## config.mk

```make
export PLATFORM = sky130hd
export DESIGN_NAME = charger_cycle_supervisor
export DESIGN_NICKNAME = d
export VERILOG_FILES = /design/src/charger_pkg.sv /design/src/charger_cycle_supervisor.sv
export SDC_FILE = /design/constraint.sdc
export NUM_CORES = 1
export LEC_CHECK = 0
export BUFFER_PORTS_ARGS = -buffer_cell sky130_fd_sc_hd__clkbuf_2
export CAP_MARGIN = 20
export CORE_MARGIN = 2
export CORE_UTILIZATION = 60
export DETAILED_ROUTE_END_ITERATION = 10
export GPL_ROUTABILITY_DRIVEN = 0
export PLACE_DENSITY = 0.81
export SETUP_SLACK_MARGIN = 0.3
export SLEW_MARGIN = 10
export SYNTH_ARGS = -nofsm -noshare
export SYNTH_HDL_FRONTEND = slang
export SYNTH_SLANG_ARGS = --single-unit
```

## constraint.sdc

```tcl
create_clock -name clk_sys_i -period 8.2 [get_ports clk_sys_i]
set_clock_uncertainty 0.2 [all_clocks]
set_input_delay 1.23 -clock clk_sys_i [delete_from_list [all_inputs] [get_ports clk_sys_i]]
set_output_delay 1.23 -clock clk_sys_i [all_outputs]
set_load 0.02 [all_outputs]
```

## src/charger_pkg.sv

```systemverilog
// constants, carriers and state for the charge-cycle supervisor
package charger_pkg;

    ////////////////////////////////////////////////////////////////////////////
    // timing
    localparam longint CLK_HZ = 10_000_000;
    localparam longint UNATTENDED_MIN = 15;
    localparam longint WATCHDOG_S = 32;
    localparam longint CONNECT_MS = 256;
    localparam longint VALID_MS = 32;
    localparam logic [33:0] UNATTENDED_CYCLES = 34'(UNATTENDED_MIN * 60 * CLK_HZ);
    localparam logic [28:0] WATCHDOG_CYCLES = 29'(WATCHDOG_S * CLK_HZ);
    localparam logic [21:0] CONNECT_CYCLES = 22'(CONNECT_MS * CLK_HZ / 1000);
    localparam logic [21:0] VALID_CYCLES = 22'(VALID_MS * CLK_HZ / 1000);

    ////////////////////////////////////////////////////////////////////////////
    // register map: index and byte address
    localparam logic [7:0] REG0_IDX = 8'h00;
    localparam logic [7:0] REG1_IDX = 8'h01;
    localparam logic [7:0] REG2_IDX = 8'h02;
    localparam logic [7:0] REG4_IDX = 8'h04;
    localparam logic [7:0] REG7_IDX = 8'h07;
    localparam logic [7:0] REG0_ADDR = 8'(REG0_IDX * 4);
    localparam logic [7:0] REG1_ADDR = 8'(REG1_IDX * 4);
    localparam logic [7:0] REG2_ADDR = 8'(REG2_IDX * 4);
    localparam logic [7:0] REG4_ADDR = 8'(REG4_IDX * 4);
    localparam logic [7:0] REG7_ADDR = 8'(REG7_IDX * 4);

    // field positions
    localparam int KICK_BIT = 7;
    localparam int CONN_BIT = 6;
    localparam int TE_BIT = 3;
    localparam int CDIS_BIT = 2;
    localparam int HZ_BIT = 1;
    localparam int OVR_BIT = 7;
    localparam int PCEN_BIT = 3;
    localparam int PCON_BIT = 4;

    // reset values and write masks
    localparam logic [7:0] REG1_RST = 8'h48;
    localparam logic [7:0] REG2_RST = 8'h08;
    localparam logic [7:0] REG4_RST = 8'h80;
    localparam logic [7:0] REG7_RST = 8'h00;
    localparam logic [7:0] REG1_MASK = 8'hFE;
    localparam logic [7:0] REG2_MASK = 8'hFC;
    localparam logic [7:0] REG7_MASK = 8'h0F;

    // codes
    localparam logic [2:0] FAULT_NONE = 3'h0;
    localparam logic [2:0] FAULT_TIMER = 3'h6;
    localparam logic [1:0] STAT_READY = 2'h0;
    localparam logic [1:0] STAT_CHARGE = 2'h1;
    localparam logic [1:0] STAT_DONE = 2'h2;
    localparam logic [1:0] STAT_FAULT = 2'h3;
    localparam logic [5:0] FV_CAP_CODE = 6'h2F;
    localparam logic [3:0] ICHG_CAP_CODE = 4'hA;

    // analog levels in mV / mA
    localparam logic [12:0] FV_BASE_MV = 13'h0DAC;
    localparam logic [12:0] FV_STEP_MV = 13'h0014;
    localparam logic [10:0] ICHG_BASE_MA = 11'h226;
    localparam logic [10:0] ICHG_STEP_MA = 11'h064;
    localparam logic [10:0] ICHG_LOW_MA = 11'h154;
    localparam logic [10:0] SHORT_BATTERY_CURRENT_LOW_MA = 11'h00D;
    localparam logic [10:0] SHORT_BATTERY_CURRENT_HIGH_MA = 11'h01E;
    localparam logic [8:0] TERMINATION_CURRENT_CODE_STEP_MA = 9'h032;
    localparam logic [12:0] SYS_PP_MV = 13'h0DD4;

    ////////////////////////////////////////////////////////////////////////////
    // types
    typedef enum logic [2:0] {
        ST_OFF, ST_CONNECT, ST_IDLE, ST_VALIDATE, ST_CHARGE, ST_TOPOFF, ST_DONE, ST_FAULT
    } charge_state_e;

    // comparator levels coming from the analog side
    typedef struct packed {
        logic input_present;
        logic input_in_range;
        logic below_recharge;
        logic below_weak;
        logic below_3v0;
        logic below_pp_exit;
        logic below_short;
        logic below_term;
        logic disable_pin;
    } sense_s;

    // decoded analog targets
    typedef struct packed {
        logic [12:0] float_voltage_mv;
        logic [10:0] charge_current_ma;
        logic [8:0] termination_current_ma;
    } target_s;

    typedef struct packed {
        sense_s sync1;
        sense_s sync2;
        charge_state_e st;
        logic [7:0] reg1;
        logic [7:0] reg2;
        logic [7:0] reg4;
        logic [7:0] reg7;
        logic [2:0] fault;
        logic conn_flag;
        logic topoff_active;
        logic rail_on;
        logic stat_pulse;
        logic ctrl_prev_cdis;
        logic ctrl_prev_hz;
        logic good_n_prev;
        logic unattended_run;
        logic watchdog_run;
        logic [33:0] unattended_cnt;
        logic [28:0] watchdog_cnt;
        logic [21:0] phase_cnt;
        logic [31:0] prdata;
        logic pslverr;
        target_s tgt;
    } state_s;

endpackage

```

## src/charger_cycle_supervisor.sv

```systemverilog
// charge-cycle supervisor with apb register slave
`timescale 1ns/1ps
module charger_cycle_supervisor #(
    parameter bit AUTO_CHARGE = 1'b1,
    parameter logic [33:0] UNATTENDED_CYCLES = charger_pkg::UNATTENDED_CYCLES,
    parameter logic [28:0] WATCHDOG_CYCLES = charger_pkg::WATCHDOG_CYCLES,
    parameter logic [21:0] CONNECT_CYCLES = charger_pkg::CONNECT_CYCLES,
    parameter logic [21:0] VALID_CYCLES = charger_pkg::VALID_CYCLES
) (
    input wire logic clk_sys_i,
    input wire logic rst_i,
    input wire logic ce_i,
    // apb slave
    input wire logic psel_i,
    input wire logic penable_i,
    input wire logic pwrite_i,
    input wire logic [7:0] paddr_i,
    input wire logic [31:0] pwdata_i,
    output logic [31:0] prdata_o,
    output logic pready_o,
    output logic pslverr_o,
    // analog comparators, asynchronous
    input wire charger_pkg::sense_s sense_i,
    // analog targets and switches
    output charger_pkg::target_s target_o,
    output logic charger_on_o,
    output logic input_load_o,
    output logic system_rail_on_o,
    output logic battery_switch_on_o,
    output logic bypass_switch_on_o,
    output logic power_path_mode_o,
    output logic [12:0] sys_reg_mv_o,
    output logic status_pin_o,
    output logic battery_good_n_o
);

    charger_pkg::state_s q;
    charger_pkg::state_s d;
    charger_pkg::sense_s s;
    logic enabled;
    logic acc;
    logic wr;
    logic any_wr;
    logic addr_ok;
    logic kick;
    logic good_n;
    logic pp_mode;
    logic start_charge;
    logic [5:0] fv_code;
    logic [3:0] ic_code;
    logic [2:0] term_code;

    ////////////////////////////////////////////////////////////////////////////
    // shared decodes
    assign s = q.sync2;
    assign acc = psel_i & penable_i;
    assign any_wr = acc & pwrite_i;
    assign enabled = ~s.disable_pin & ~q.reg1[charger_pkg::CDIS_BIT] & ~q.reg1[charger_pkg::HZ_BIT];
    assign pp_mode = (q.st == charger_pkg::ST_CHARGE) & s.below_pp_exit;
    // battery good stays high in power path or below the weak level
    assign good_n = pp_mode | s.below_weak;

    // address decode, unmapped answers with an error
    always_comb begin
        case (paddr_i)
            charger_pkg::REG0_ADDR, charger_pkg::REG1_ADDR, charger_pkg::REG2_ADDR,
            charger_pkg::REG4_ADDR, charger_pkg::REG7_ADDR: addr_ok = 1'b1;
            default: addr_ok = 1'b0;
        endcase
    end
    assign wr = any_wr & addr_ok;
    assign kick = wr && paddr_i == charger_pkg::REG0_ADDR && pwdata_i[charger_pkg::KICK_BIT];

    ////////////////////////////////////////////////////////////////////////////
    // next-state logic
    always_comb begin
        d = q;
        start_charge = 1'b0;
        fv_code = 6'h00;
        ic_code = 4'h0;
        term_code = 3'h0;
        // two-stage synchroniser for comparator levels
        d.sync1 = sense_i;
        d.sync2 = q.sync1;
        d.stat_pulse = 1'b0;
        d.good_n_prev = good_n;
        d.ctrl_prev_cdis = q.reg1[charger_pkg::CDIS_BIT];
        d.ctrl_prev_hz = q.reg1[charger_pkg::HZ_BIT];

        // read data captured in the setup cycle
        if (psel_i && !penable_i) begin
            d.pslverr = ~addr_ok;
            case (paddr_i)
                charger_pkg::REG0_ADDR: d.prdata = {24'h0000_00, 1'b0, q.conn_flag,
                    (q.st == charger_pkg::ST_FAULT) ? charger_pkg::STAT_FAULT :
                    (q.st == charger_pkg::ST_CHARGE || q.st == charger_pkg::ST_VALIDATE) ?
                    charger_pkg::STAT_CHARGE :
                    (q.st == charger_pkg::ST_DONE || q.st == charger_pkg::ST_TOPOFF) ?
                    charger_pkg::STAT_DONE : charger_pkg::STAT_READY, 1'b0, q.fault};
                charger_pkg::REG1_ADDR: d.prdata = {24'h0000_00, q.reg1};
                charger_pkg::REG2_ADDR: d.prdata = {24'h0000_00, q.reg2};
                charger_pkg::REG4_ADDR: d.prdata = {24'h0000_00, q.reg4};
                charger_pkg::REG7_ADDR: d.prdata = {24'h0000_00, 3'b000, q.topoff_active, q.reg7[3:0]};
                default: d.prdata = 32'h0000_0000;
            endcase
        end

        // register writes
        if (wr) begin
            case (paddr_i)
                charger_pkg::REG1_ADDR: d.reg1 = pwdata_i[7:0] & charger_pkg::REG1_MASK;
                charger_pkg::REG2_ADDR: d.reg2 = pwdata_i[7:0] & charger_pkg::REG2_MASK;
                charger_pkg::REG4_ADDR: d.reg4 = pwdata_i[7:0];
                charger_pkg::REG7_ADDR: d.reg7 = pwdata_i[7:0] & charger_pkg::REG7_MASK;
                default: d.reg1 = q.reg1;
            endcase
        end

        // timers run by counting system clock cycles
        // cycle counting
        if (q.unattended_run) begin
            d.unattended_cnt = q.unattended_cnt + 34'h0_0000_0001;
        end
        if (q.watchdog_run) begin
            d.watchdog_cnt = q.watchdog_cnt + 29'h0000_0001;
        end

        // host write: unattended timer stops and clears, watchdog starts
        // write restarts supervision
        if (any_wr) begin
            d.unattended_run = 1'b0;
            d.unattended_cnt = 34'h0_0000_0000;
            d.watchdog_run = 1'b1;
            d.watchdog_cnt = 29'h0000_0000;
        end
        if (kick) begin
            d.watchdog_cnt = 29'h0000_0000;
        end

        // state machine
        case (q.st)
            charger_pkg::ST_OFF: begin
                d.phase_cnt = 22'h00_0000;
                if (s.input_present) begin
                    d.st = charger_pkg::ST_CONNECT;
                end
            end
            charger_pkg::ST_CONNECT: begin
                d.phase_cnt = q.phase_cnt + 22'h00_0001;
                if (q.phase_cnt >= CONNECT_CYCLES - 22'h00_0001) begin
                    d.conn_flag = 1'b1;
                    d.stat_pulse = 1'b1;
                    d.st = charger_pkg::ST_IDLE;
                    if (s.below_weak && !q.watchdog_run) begin
                        d.reg1 = charger_pkg::REG1_RST;
                        d.reg2 = charger_pkg::REG2_RST;
                        d.reg4 = charger_pkg::REG4_RST;
                        d.reg7 = charger_pkg::REG7_RST;
                        d.rail_on = 1'b1;
                    end
                    if (AUTO_CHARGE && s.below_weak && enabled) begin
                        start_charge = 1'b1;
                    end
                end
            end
            charger_pkg::ST_IDLE: begin
                if (any_wr && enabled) begin
                    start_charge = 1'b1;
                end
            end
            charger_pkg::ST_VALIDATE: begin
                if (!s.input_in_range) begin
                    d.phase_cnt = 22'h00_0000;
                end else if (q.phase_cnt >= VALID_CYCLES - 22'h00_0001) begin
                    d.st = charger_pkg::ST_CHARGE;
                    d.rail_on = 1'b1;
                    d.fault = charger_pkg::FAULT_NONE;
                    if (!d.watchdog_run) begin
                        d.unattended_run = 1'b1;
                        d.unattended_cnt = 34'h0_0000_0000;
                    end
                end else begin
                    d.phase_cnt = q.phase_cnt + 22'h00_0001;
                end
                if (!enabled) begin
                    d.st = charger_pkg::ST_IDLE;
                end
            end
            charger_pkg::ST_CHARGE: begin
                if (q.reg1[charger_pkg::TE_BIT] && s.below_term) begin
                    if (q.reg7[charger_pkg::PCEN_BIT]) begin
                        d.st = charger_pkg::ST_TOPOFF;
                        d.topoff_active = 1'b1;
                    end else begin
                        d.st = charger_pkg::ST_DONE;
                    end
                end
                if (any_wr && enabled) begin
                    start_charge = 1'b1;
                end
                if (!enabled) begin
                    d.st = charger_pkg::ST_IDLE;
                end
            end
            charger_pkg::ST_TOPOFF: begin
                if (s.below_term) begin
                    d.st = charger_pkg::ST_DONE;
                    d.topoff_active = 1'b0;
                end
                if ((good_n && !q.good_n_prev && s.below_3v0) ||
                    q.reg1[charger_pkg::CDIS_BIT] != q.ctrl_prev_cdis ||
                    q.reg1[charger_pkg::HZ_BIT] != q.ctrl_prev_hz) begin
                    d.st = charger_pkg::ST_IDLE;
                    d.topoff_active = 1'b0;
                end
            end
            charger_pkg::ST_DONE: begin
                if (enabled && (s.below_recharge || any_wr)) begin
                    start_charge = 1'b1;
                end
            end
            charger_pkg::ST_FAULT: begin
                if (any_wr && enabled) begin
                    start_charge = 1'b1;
                end
            end
            default: d.st = charger_pkg::ST_OFF;
        endcase

        if (q.unattended_run && q.unattended_cnt >= UNATTENDED_CYCLES - 34'h0_0000_0001 && !any_wr) begin
            d.unattended_run = 1'b0;
            d.fault = charger_pkg::FAULT_TIMER;
            d.topoff_active = 1'b0;
            d.st = charger_pkg::ST_FAULT;
        end

        if (q.watchdog_run && q.watchdog_cnt >= WATCHDOG_CYCLES - 29'h0000_0001 && !any_wr) begin
            d.watchdog_run = 1'b0;
            d.watchdog_cnt = 29'h0000_0000;
            d.reg1 = charger_pkg::REG1_RST;
            d.reg2 = charger_pkg::REG2_RST;
            d.reg4 = charger_pkg::REG4_RST;
            d.reg7 = charger_pkg::REG7_RST;
            d.fault = charger_pkg::FAULT_TIMER;
            d.stat_pulse = 1'b1;
            d.topoff_active = 1'b0;
            if (q.st != charger_pkg::ST_OFF && q.st != charger_pkg::ST_CONNECT) begin
                start_charge = 1'b1;
            end
        end

        if (start_charge) begin
            d.st = charger_pkg::ST_VALIDATE;
            d.phase_cnt = 22'h00_0000;
            d.topoff_active = 1'b0;
        end

        // input removal: power-on reset of the cycle
        if (!s.input_present) begin
            d.st = charger_pkg::ST_OFF;
            d.conn_flag = 1'b0;
            d.topoff_active = 1'b0;
            d.rail_on = 1'b0;
            d.unattended_run = 1'b0;
        end

        fv_code = (q.reg2[7:2] > charger_pkg::FV_CAP_CODE) ? charger_pkg::FV_CAP_CODE : q.reg2[7:2];
        d.tgt.float_voltage_mv = charger_pkg::FV_BASE_MV + 13'(fv_code) * charger_pkg::FV_STEP_MV;
        ic_code = (q.reg4[6:3] > charger_pkg::ICHG_CAP_CODE) ? charger_pkg::ICHG_CAP_CODE : q.reg4[6:3];
        d.tgt.charge_current_ma = charger_pkg::ICHG_BASE_MA + 11'(ic_code) * charger_pkg::ICHG_STEP_MA;
        if (q.reg4[charger_pkg::OVR_BIT] || pp_mode) begin
            d.tgt.charge_current_ma = charger_pkg::ICHG_LOW_MA;
        end
        if (s.below_short) begin
            d.tgt.charge_current_ma = (q.reg1[7:6] <= 2'b01) ? charger_pkg::SHORT_BATTERY_CURRENT_LOW_MA :
                                      charger_pkg::SHORT_BATTERY_CURRENT_HIGH_MA;
        end
        term_code = (q.st == charger_pkg::ST_TOPOFF) ? q.reg7[2:0] : q.reg4[2:0];
        d.tgt.termination_current_ma = (9'(term_code) + 9'h001) * charger_pkg::TERMINATION_CURRENT_CODE_STEP_MA;
    end

    ////////////////////////////////////////////////////////////////////////////
    // state register, frozen while clock enable is low and reset is released
    always_ff @(posedge clk_sys_i) begin
        if (rst_i) begin
            q <= '0;
            q.st <= charger_pkg::ST_OFF;
            q.reg1 <= charger_pkg::REG1_RST;
            q.reg2 <= charger_pkg::REG2_RST;
            q.reg4 <= charger_pkg::REG4_RST;
            q.reg7 <= charger_pkg::REG7_RST;
            q.ctrl_prev_cdis <= charger_pkg::REG1_RST[charger_pkg::CDIS_BIT];
            q.ctrl_prev_hz <= charger_pkg::REG1_RST[charger_pkg::HZ_BIT];
        end else if (ce_i) begin
            q <= d;
        end
    end

    ////////////////////////////////////////////////////////////////////////////
    // outputs
    assign prdata_o = q.prdata;
    assign pready_o = 1'b1;
    assign pslverr_o = acc & q.pslverr;
    assign target_o = q.tgt;
    assign charger_on_o = q.st == charger_pkg::ST_CHARGE || q.st == charger_pkg::ST_TOPOFF;
    assign input_load_o = q.st == charger_pkg::ST_VALIDATE;
    assign system_rail_on_o = q.rail_on;
    // both switches on while idle or off
    assign battery_switch_on_o = q.st == charger_pkg::ST_IDLE || q.st == charger_pkg::ST_OFF;
    assign bypass_switch_on_o = q.st == charger_pkg::ST_IDLE || q.st == charger_pkg::ST_OFF;
    assign power_path_mode_o = pp_mode;
    assign sys_reg_mv_o = pp_mode ? charger_pkg::SYS_PP_MV : q.tgt.float_voltage_mv;
    assign battery_good_n_o = good_n;
    // status high when done or top-off
    assign status_pin_o = q.st == charger_pkg::ST_DONE || q.st == charger_pkg::ST_TOPOFF || q.stat_pulse;

endmodule // charger_cycle_supervisor

```

**After elaboration in Yosys (flattened, before gate mapping)**

Cells that the tools add are included.

- Register bits: 215
- Output and inout port bits: 88

- Mux-type cells: 82
- Add/subtract/negate cells: 6
- Reductions and logical operators: 46
- Equality and inequality tests: 32
- Multiply operators: 3
- Magnitude comparators: 7
- Bitwise operators: 12

Operator list:

| kind | number |
|---|---|
| $mux 34 | 5 |
| $mux 32 | 3 |
| $mux 29 | 3 |
| $mux 35 | 2 |
| $mux 22 | 3 |
| $pmux 22 s3 | 1 |
| $mux 65 | 1 |
| $mux 3 | 16 |
| $pmux 8 s5 | 1 |
| $add 34x1->34 const B | 1 |
| $ge 34x34->1 const B | 1 |
| $mux 8 | 4 |
| $add 29x1->29 const B | 1 |
| $ge 29x29->1 const B | 1 |
| $mux 1 | 28 |
| $ne 6x6->1 const B | 4 |
| $add 22x1->22 const B | 1 |
| $ge 22x19->1 const B | 1 |
| $ge 22x22->1 const B | 1 |
| $mux 11 | 2 |
| $eq 8x5->1 const B | 2 |
| $logic_and 1x1->1 | 15 |
| $pmux 3 s5 | 1 |
| $add 12x11->13 const A | 1 |
| other kinds (49) | 89 |

**Depth between registers and ports, before layout**

- Word-level depth: 13
- Mapped depth: 15
- Depth with buffers taken out: 14

**Least setup slack after synthesis**

Ideal clock, no wire load.

- Path type: register to register
- From: reg q[197] in the netlist's numbering
- To: reg q, in the netlist target_o[7]
- Setup slack: 5.057 ns
- Required time: 7.914 ns
- Stages on the path, launching flop included: 12
- Path buffers: 1
- Library setup time: 0.086 ns
- Arrival: 2.857 ns
- Path through: dfxtp_1 buf_2 and2b_1 nand2_1 mux2i_1 inv_1 ha_1 xnor2_1 ha_1 fa_1 xnor2_1 a211oi_1

- Longest elaborated chain between the ends: 4

Ends and longest elaborated chain:

| item | RTL line | source |
|---|---|---|
| start: declaration | charger_cycle_supervisor.sv:37 | `charger_pkg::state_s q;` |
| $eq 3x3->1 | charger_cycle_supervisor.sv:278 | `term_code = (q.st == charger_pkg::ST_TOPOFF) ? q.reg7[2:0] : q.reg4[2:0];` |
| $mux 3 | charger_cycle_supervisor.sv:278 |  |
| $add 3x1->4 | charger_cycle_supervisor.sv:279 | `d.tgt.termination_current_ma = (9'(term_code) + 9'h001) * charger_pkg::TERMINATION_CURRENT_CODE_STEP_MA;` |
| $mul 4x5->8 | charger_cycle_supervisor.sv:279 |  |

No other way between the ends.
A chain may end at the register's enable or synchronous reset.

**Worst setup path after layout**

- From: in penable_i
- To: reg q[70] in the netlist's numbering

- Longest elaborated chain between the ends: 10
- Elaborated cells between the ends (all ways): 16
- Classes of those cells: eq/ne: 1; mux: 6; bitwise: 2; reduce/logical: 7

Ends and longest elaborated chain:

| item | RTL line | source |
|---|---|---|
| start: declaration | charger_cycle_supervisor.sv:15 | `input wire logic penable_i,` |
| $and 1x1->1 * | charger_cycle_supervisor.sv:56 | `assign acc = psel_i & penable_i;` |
| $and 1x1->1 * | charger_cycle_supervisor.sv:57 | `assign any_wr = acc & pwrite_i;` |
| $logic_or 1x1->1 | charger_cycle_supervisor.sv:218 | `if (enabled && (s.below_recharge \|\| any_wr)) begin` |
| $logic_and 1x1->1 | charger_cycle_supervisor.sv:218 |  |
| $mux 1 | charger_cycle_supervisor.sv:218 |  |
| $pmux 1 s3 | charger_cycle_supervisor.sv:141 | `case (q.st)` |
| $mux 1 | charger_cycle_supervisor.sv:247 | `if (q.st != charger_pkg::ST_OFF && q.st != charger_pkg::ST_CONNECT) begin` |
| $mux 1 * | charger_cycle_supervisor.sv:237 | `if (q.watchdog_run && q.watchdog_cnt >= WATCHDOG_CYCLES - 29'h0000_0001 && !any_wr) begin` |
| $ne 4x4->1 (no line) or $reduce_bool 4->1 (tied branches) | -- |  |
| $reduce_and 3->1 (no line) | -- |  |

Mark *: on every way between the ends. The rest lies on a longest branch, timed or not.

==> results.sh <==
export IMPL_rsz0062_at_grt="no"
export IMPL_critPathLaunchType="input pin"
export IMPL_cts_sinks=183
export IMPL_layout_drive_gt1_share_pct=12.7
export IMPL_finalNetCount=1363
export IMPL_fin_tns_setup_ns=0
export IMPL_diodes=0
export IMPL_synth_ff_type="dfxtp_1"
export IMPL_grt_pass1_wl_mm=39.7
export IMPL_core_mm2=0.0172
export IMPL_die_area_mm2=0.0185
export IMPL_synth_warnings=0
export IMPL_drv_slew=0
export IMPL_ys_top_cells_by_area="dfxtp_1 (35%), buf_4 (5.2%), nor2_1 (4.8%)"
export IMPL_layout_min_cycle_time_ns=3.96
export IMPL_clockBufferDepth=2
export IMPL_worstPathArrival_ns=4.04
export IMPL_slew_headroom_pct=30.7
export IMPL_avgSynthCellArea_um2=8.26
export IMPL_yosysMostFrequentCell="dfxtp_1"
export IMPL_status="complete, no violations"
export IMPL_cp_slowest_cell="o31ai_4"
export IMPL_cts_root_buf="clkbuf_16"
export IMPL_grt_remaining_overflow=0
export IMPL_dieWidth_um=136
export IMPL_p_comb_share_pct=7.1
export IMPL_peakVddDrop_mv=0.153
export IMPL_whs_ns=0.271
export IMPL_drt_antenna_violating_nets=0
export IMPL_finalHoldViolations=0
export IMPL_cts_resized=0
export IMPL_io_pins=143
export IMPL_ys_types=78
export IMPL_wire_per_inst_um=16.2
export IMPL_power_density_mw_per_mm2=171
export IMPL_syn_to_final_growth_pct=7.39
export IMPL_crit_fanout=27
export IMPL_grt_max_degree=93
export IMPL_tightest_slew_ns=1.04
export IMPL_crit_chain="clkbuf_2 -> nand3_1 -> o21ai_0 -> a31oi_1 -> o22ai_2 -> o31ai_4 -> nand2b_1 -> o32ai_2"
export IMPL_endpoint_kind="register"
export IMPL_grt_usage_pct=26.5
export IMPL_htreeDepth=4
export IMPL_port_buffer_count=88
export IMPL_max_freq_mhz=252
export IMPL_critical_path_class="in -> reg"
export IMPL_die_y_um=136
export IMPL_synth_async_reset_ratio_pct=0
export IMPL_dr_pass1_iters=6
export IMPL_synth_top_area_share_pct=35.0
export IMPL_cts_tree="built"
export IMPL_p_clk_share_pct=45.4
export IMPL_swShare_pct=23.8
export IMPL_antenna_found_initial=0
export IMPL_final_fill_count=1403
export IMPL_drt_total_wl_mm=24.6
export IMPL_setup_viol_count_final=0
export IMPL_grt_pass1_vias=8110
export IMPL_num_vias=9351
export IMPL_seq_area_frac_synth_pct=35.0
export IMPL_hold_path_class="reg -> reg"
export IMPL_vias_per_cell=6.17
export IMPL_final_util_pct=65.3
export IMPL_ys_top_cells_by_count="dfxtp_1 (183), nor2_1 (135), nand2_1 (100)"
export IMPL_clk_pin_slew_worst_paths_ns=0.07
export IMPL_finalCritPeriodShare_pct=48.3
export IMPL_syn_inst=1265
export IMPL_slowest_delay_ns=0.86
export IMPL_p_leak_uw=0.00439
export IMPL_hold_buffers=0
export IMPL_cp_required_ns=8.28
export IMPL_drc=0
export IMPL_clock_latency_ns=0.43
export IMPL_synth_top_cell_by_area="dfxtp_1"
export IMPL_drv_cap=0
export IMPL_first_iter_violations=1212
export IMPL_intPower_uw=1460
export IMPL_syn_area_mm2=0.0105
export IMPL_switchingPower_uw=457
export IMPL_post_cts_repair_setup_buffers=0
export IMPL_start_util_pct=60.9
export IMPL_hpwl_mm=17.0
export IMPL_seq_power_share_pct=47.5
export IMPL_num_rows=48
export IMPL_synth_seq_cells=183
export IMPL_synth_edf_count=0
export IMPL_cts_buffers=17
==> layout make-up <==
| type | count | area (um2) | area share, % |
|---|---|---|---|
| clock buffer | 23 | 498 | 4.44 |
| tap | 225 | 282 | 2.51 |
| clock inverter | 9 | 138 | 1.23 |
| timing repair buffer | 97 | 510 | 4.55 |
| multi-input combinational | 929 | 5950 | 53.0 |
| inverter | 50 | 188 | 1.67 |
| sequential | 183 | 3660 | 32.6 |
==> final timing paths <==
path,from,to,slack (ns),cells after the start
min reg2reg,q[193],q[193],0.27,2
min,q[193],q[193],0.27,2
max reg2reg,q[196],target_o[8],4.38,14
max,penable_i,q[70],4.24,8
==> logic make-up (layout without fill, tap and decap cells) <==
logic type               count (synthesis)  count (layout)  synth area share (%)
adder cells (fa/ha/maj)                 30              30                  3.81
XOR/XNOR                                39              39                  3.27
AO/OA/AOI/OAI                          316             316                  21.8
AND/OR/NAND/NOR                        472             472                  22.9
flip-flops                             183             183                  35.0
buffers and inverters                  182             179                  9.18
multiplexers                            41              41                  3.93
other                                    2              31                0.0718
==> sequential cells by signal (all words and copies together) (netlist names) <==
register / cells
d: 11
target_o: 30
q: 133
system_rail_on_o: 1
prdata_o: 8
==> metrics by stage <==
stage	worst slack, ns	instance area, um2	cells	power (uW)
6_report	4.24	11200	1516	1920
5_1_grt	3.98	11200	1516	1980
4_1_cts	4.30	11200	1514	1930
3_5_place_dp	3.87	10600	1482	1070
3_3_place_gp	3.90	10600	1482	1060
2_1_floorplan	5.06	10600	1294	1050
==> cell usage in the layout (no fill, tap or decap), types with 5 or more instances in the layout <==
cell type    n
o211ai_1     7
a22oi_1     11
o21ai_0     55
xnor2_1     12
or4_1        8
and3_1      19
nor3_1      28
clkbuf_16   17
o21ai_1      5
a211oi_1    19
clkbuf_2    86
dfxtp_1    183
nand4_1     22
clkbuf_8     5
a21o_1       7
and2_1      15
nor2_1     135
nor2b_1     12
nor4_1       8
o2bb2ai_1   17
buf_4       10
a31oi_1     13
o32ai_2     10
or3_1       25
nand2_1    100
nand3_1     49
xor2_1      27
or2_2        5
o31ai_1      8
nand2b_1    16
a21oi_1     84
conb_1      31
mux2i_1     41
a311oi_1    27
ha_1        27
inv_1       50
==> metal layers <==
layer	global-route usage, %	routed length [um]	share of wire [%]
met3	5.56	1850	7.5
met1	36.1	10900	44
met4	7.35	433	1.8
met5	0	0	0
met2	42.5	11500	47
==> worst max-delay path, delay by kind of cell <==
kind	cells	cell delay, ns
AO/OA/AOI/OAI	5	1.68
AND/OR/NAND/NOR	2	0.98
buffers and inverters	1	0.13
==> power by group through the flow <==
stage | combinational (uW) | clock (uW) | sequential [uW]
2_1_floorplan | 122 | 0 | 928
3_3_place_gp | 133 | 0 | 932
3_5_place_dp | 135 | 0 | 932
4_1_cts | 136 | 883 | 912
5_1_grt | 150 | 916 | 914
6_report | 137 | 872 | 913
No activity file was read; power rests on OpenSTA's default activity.
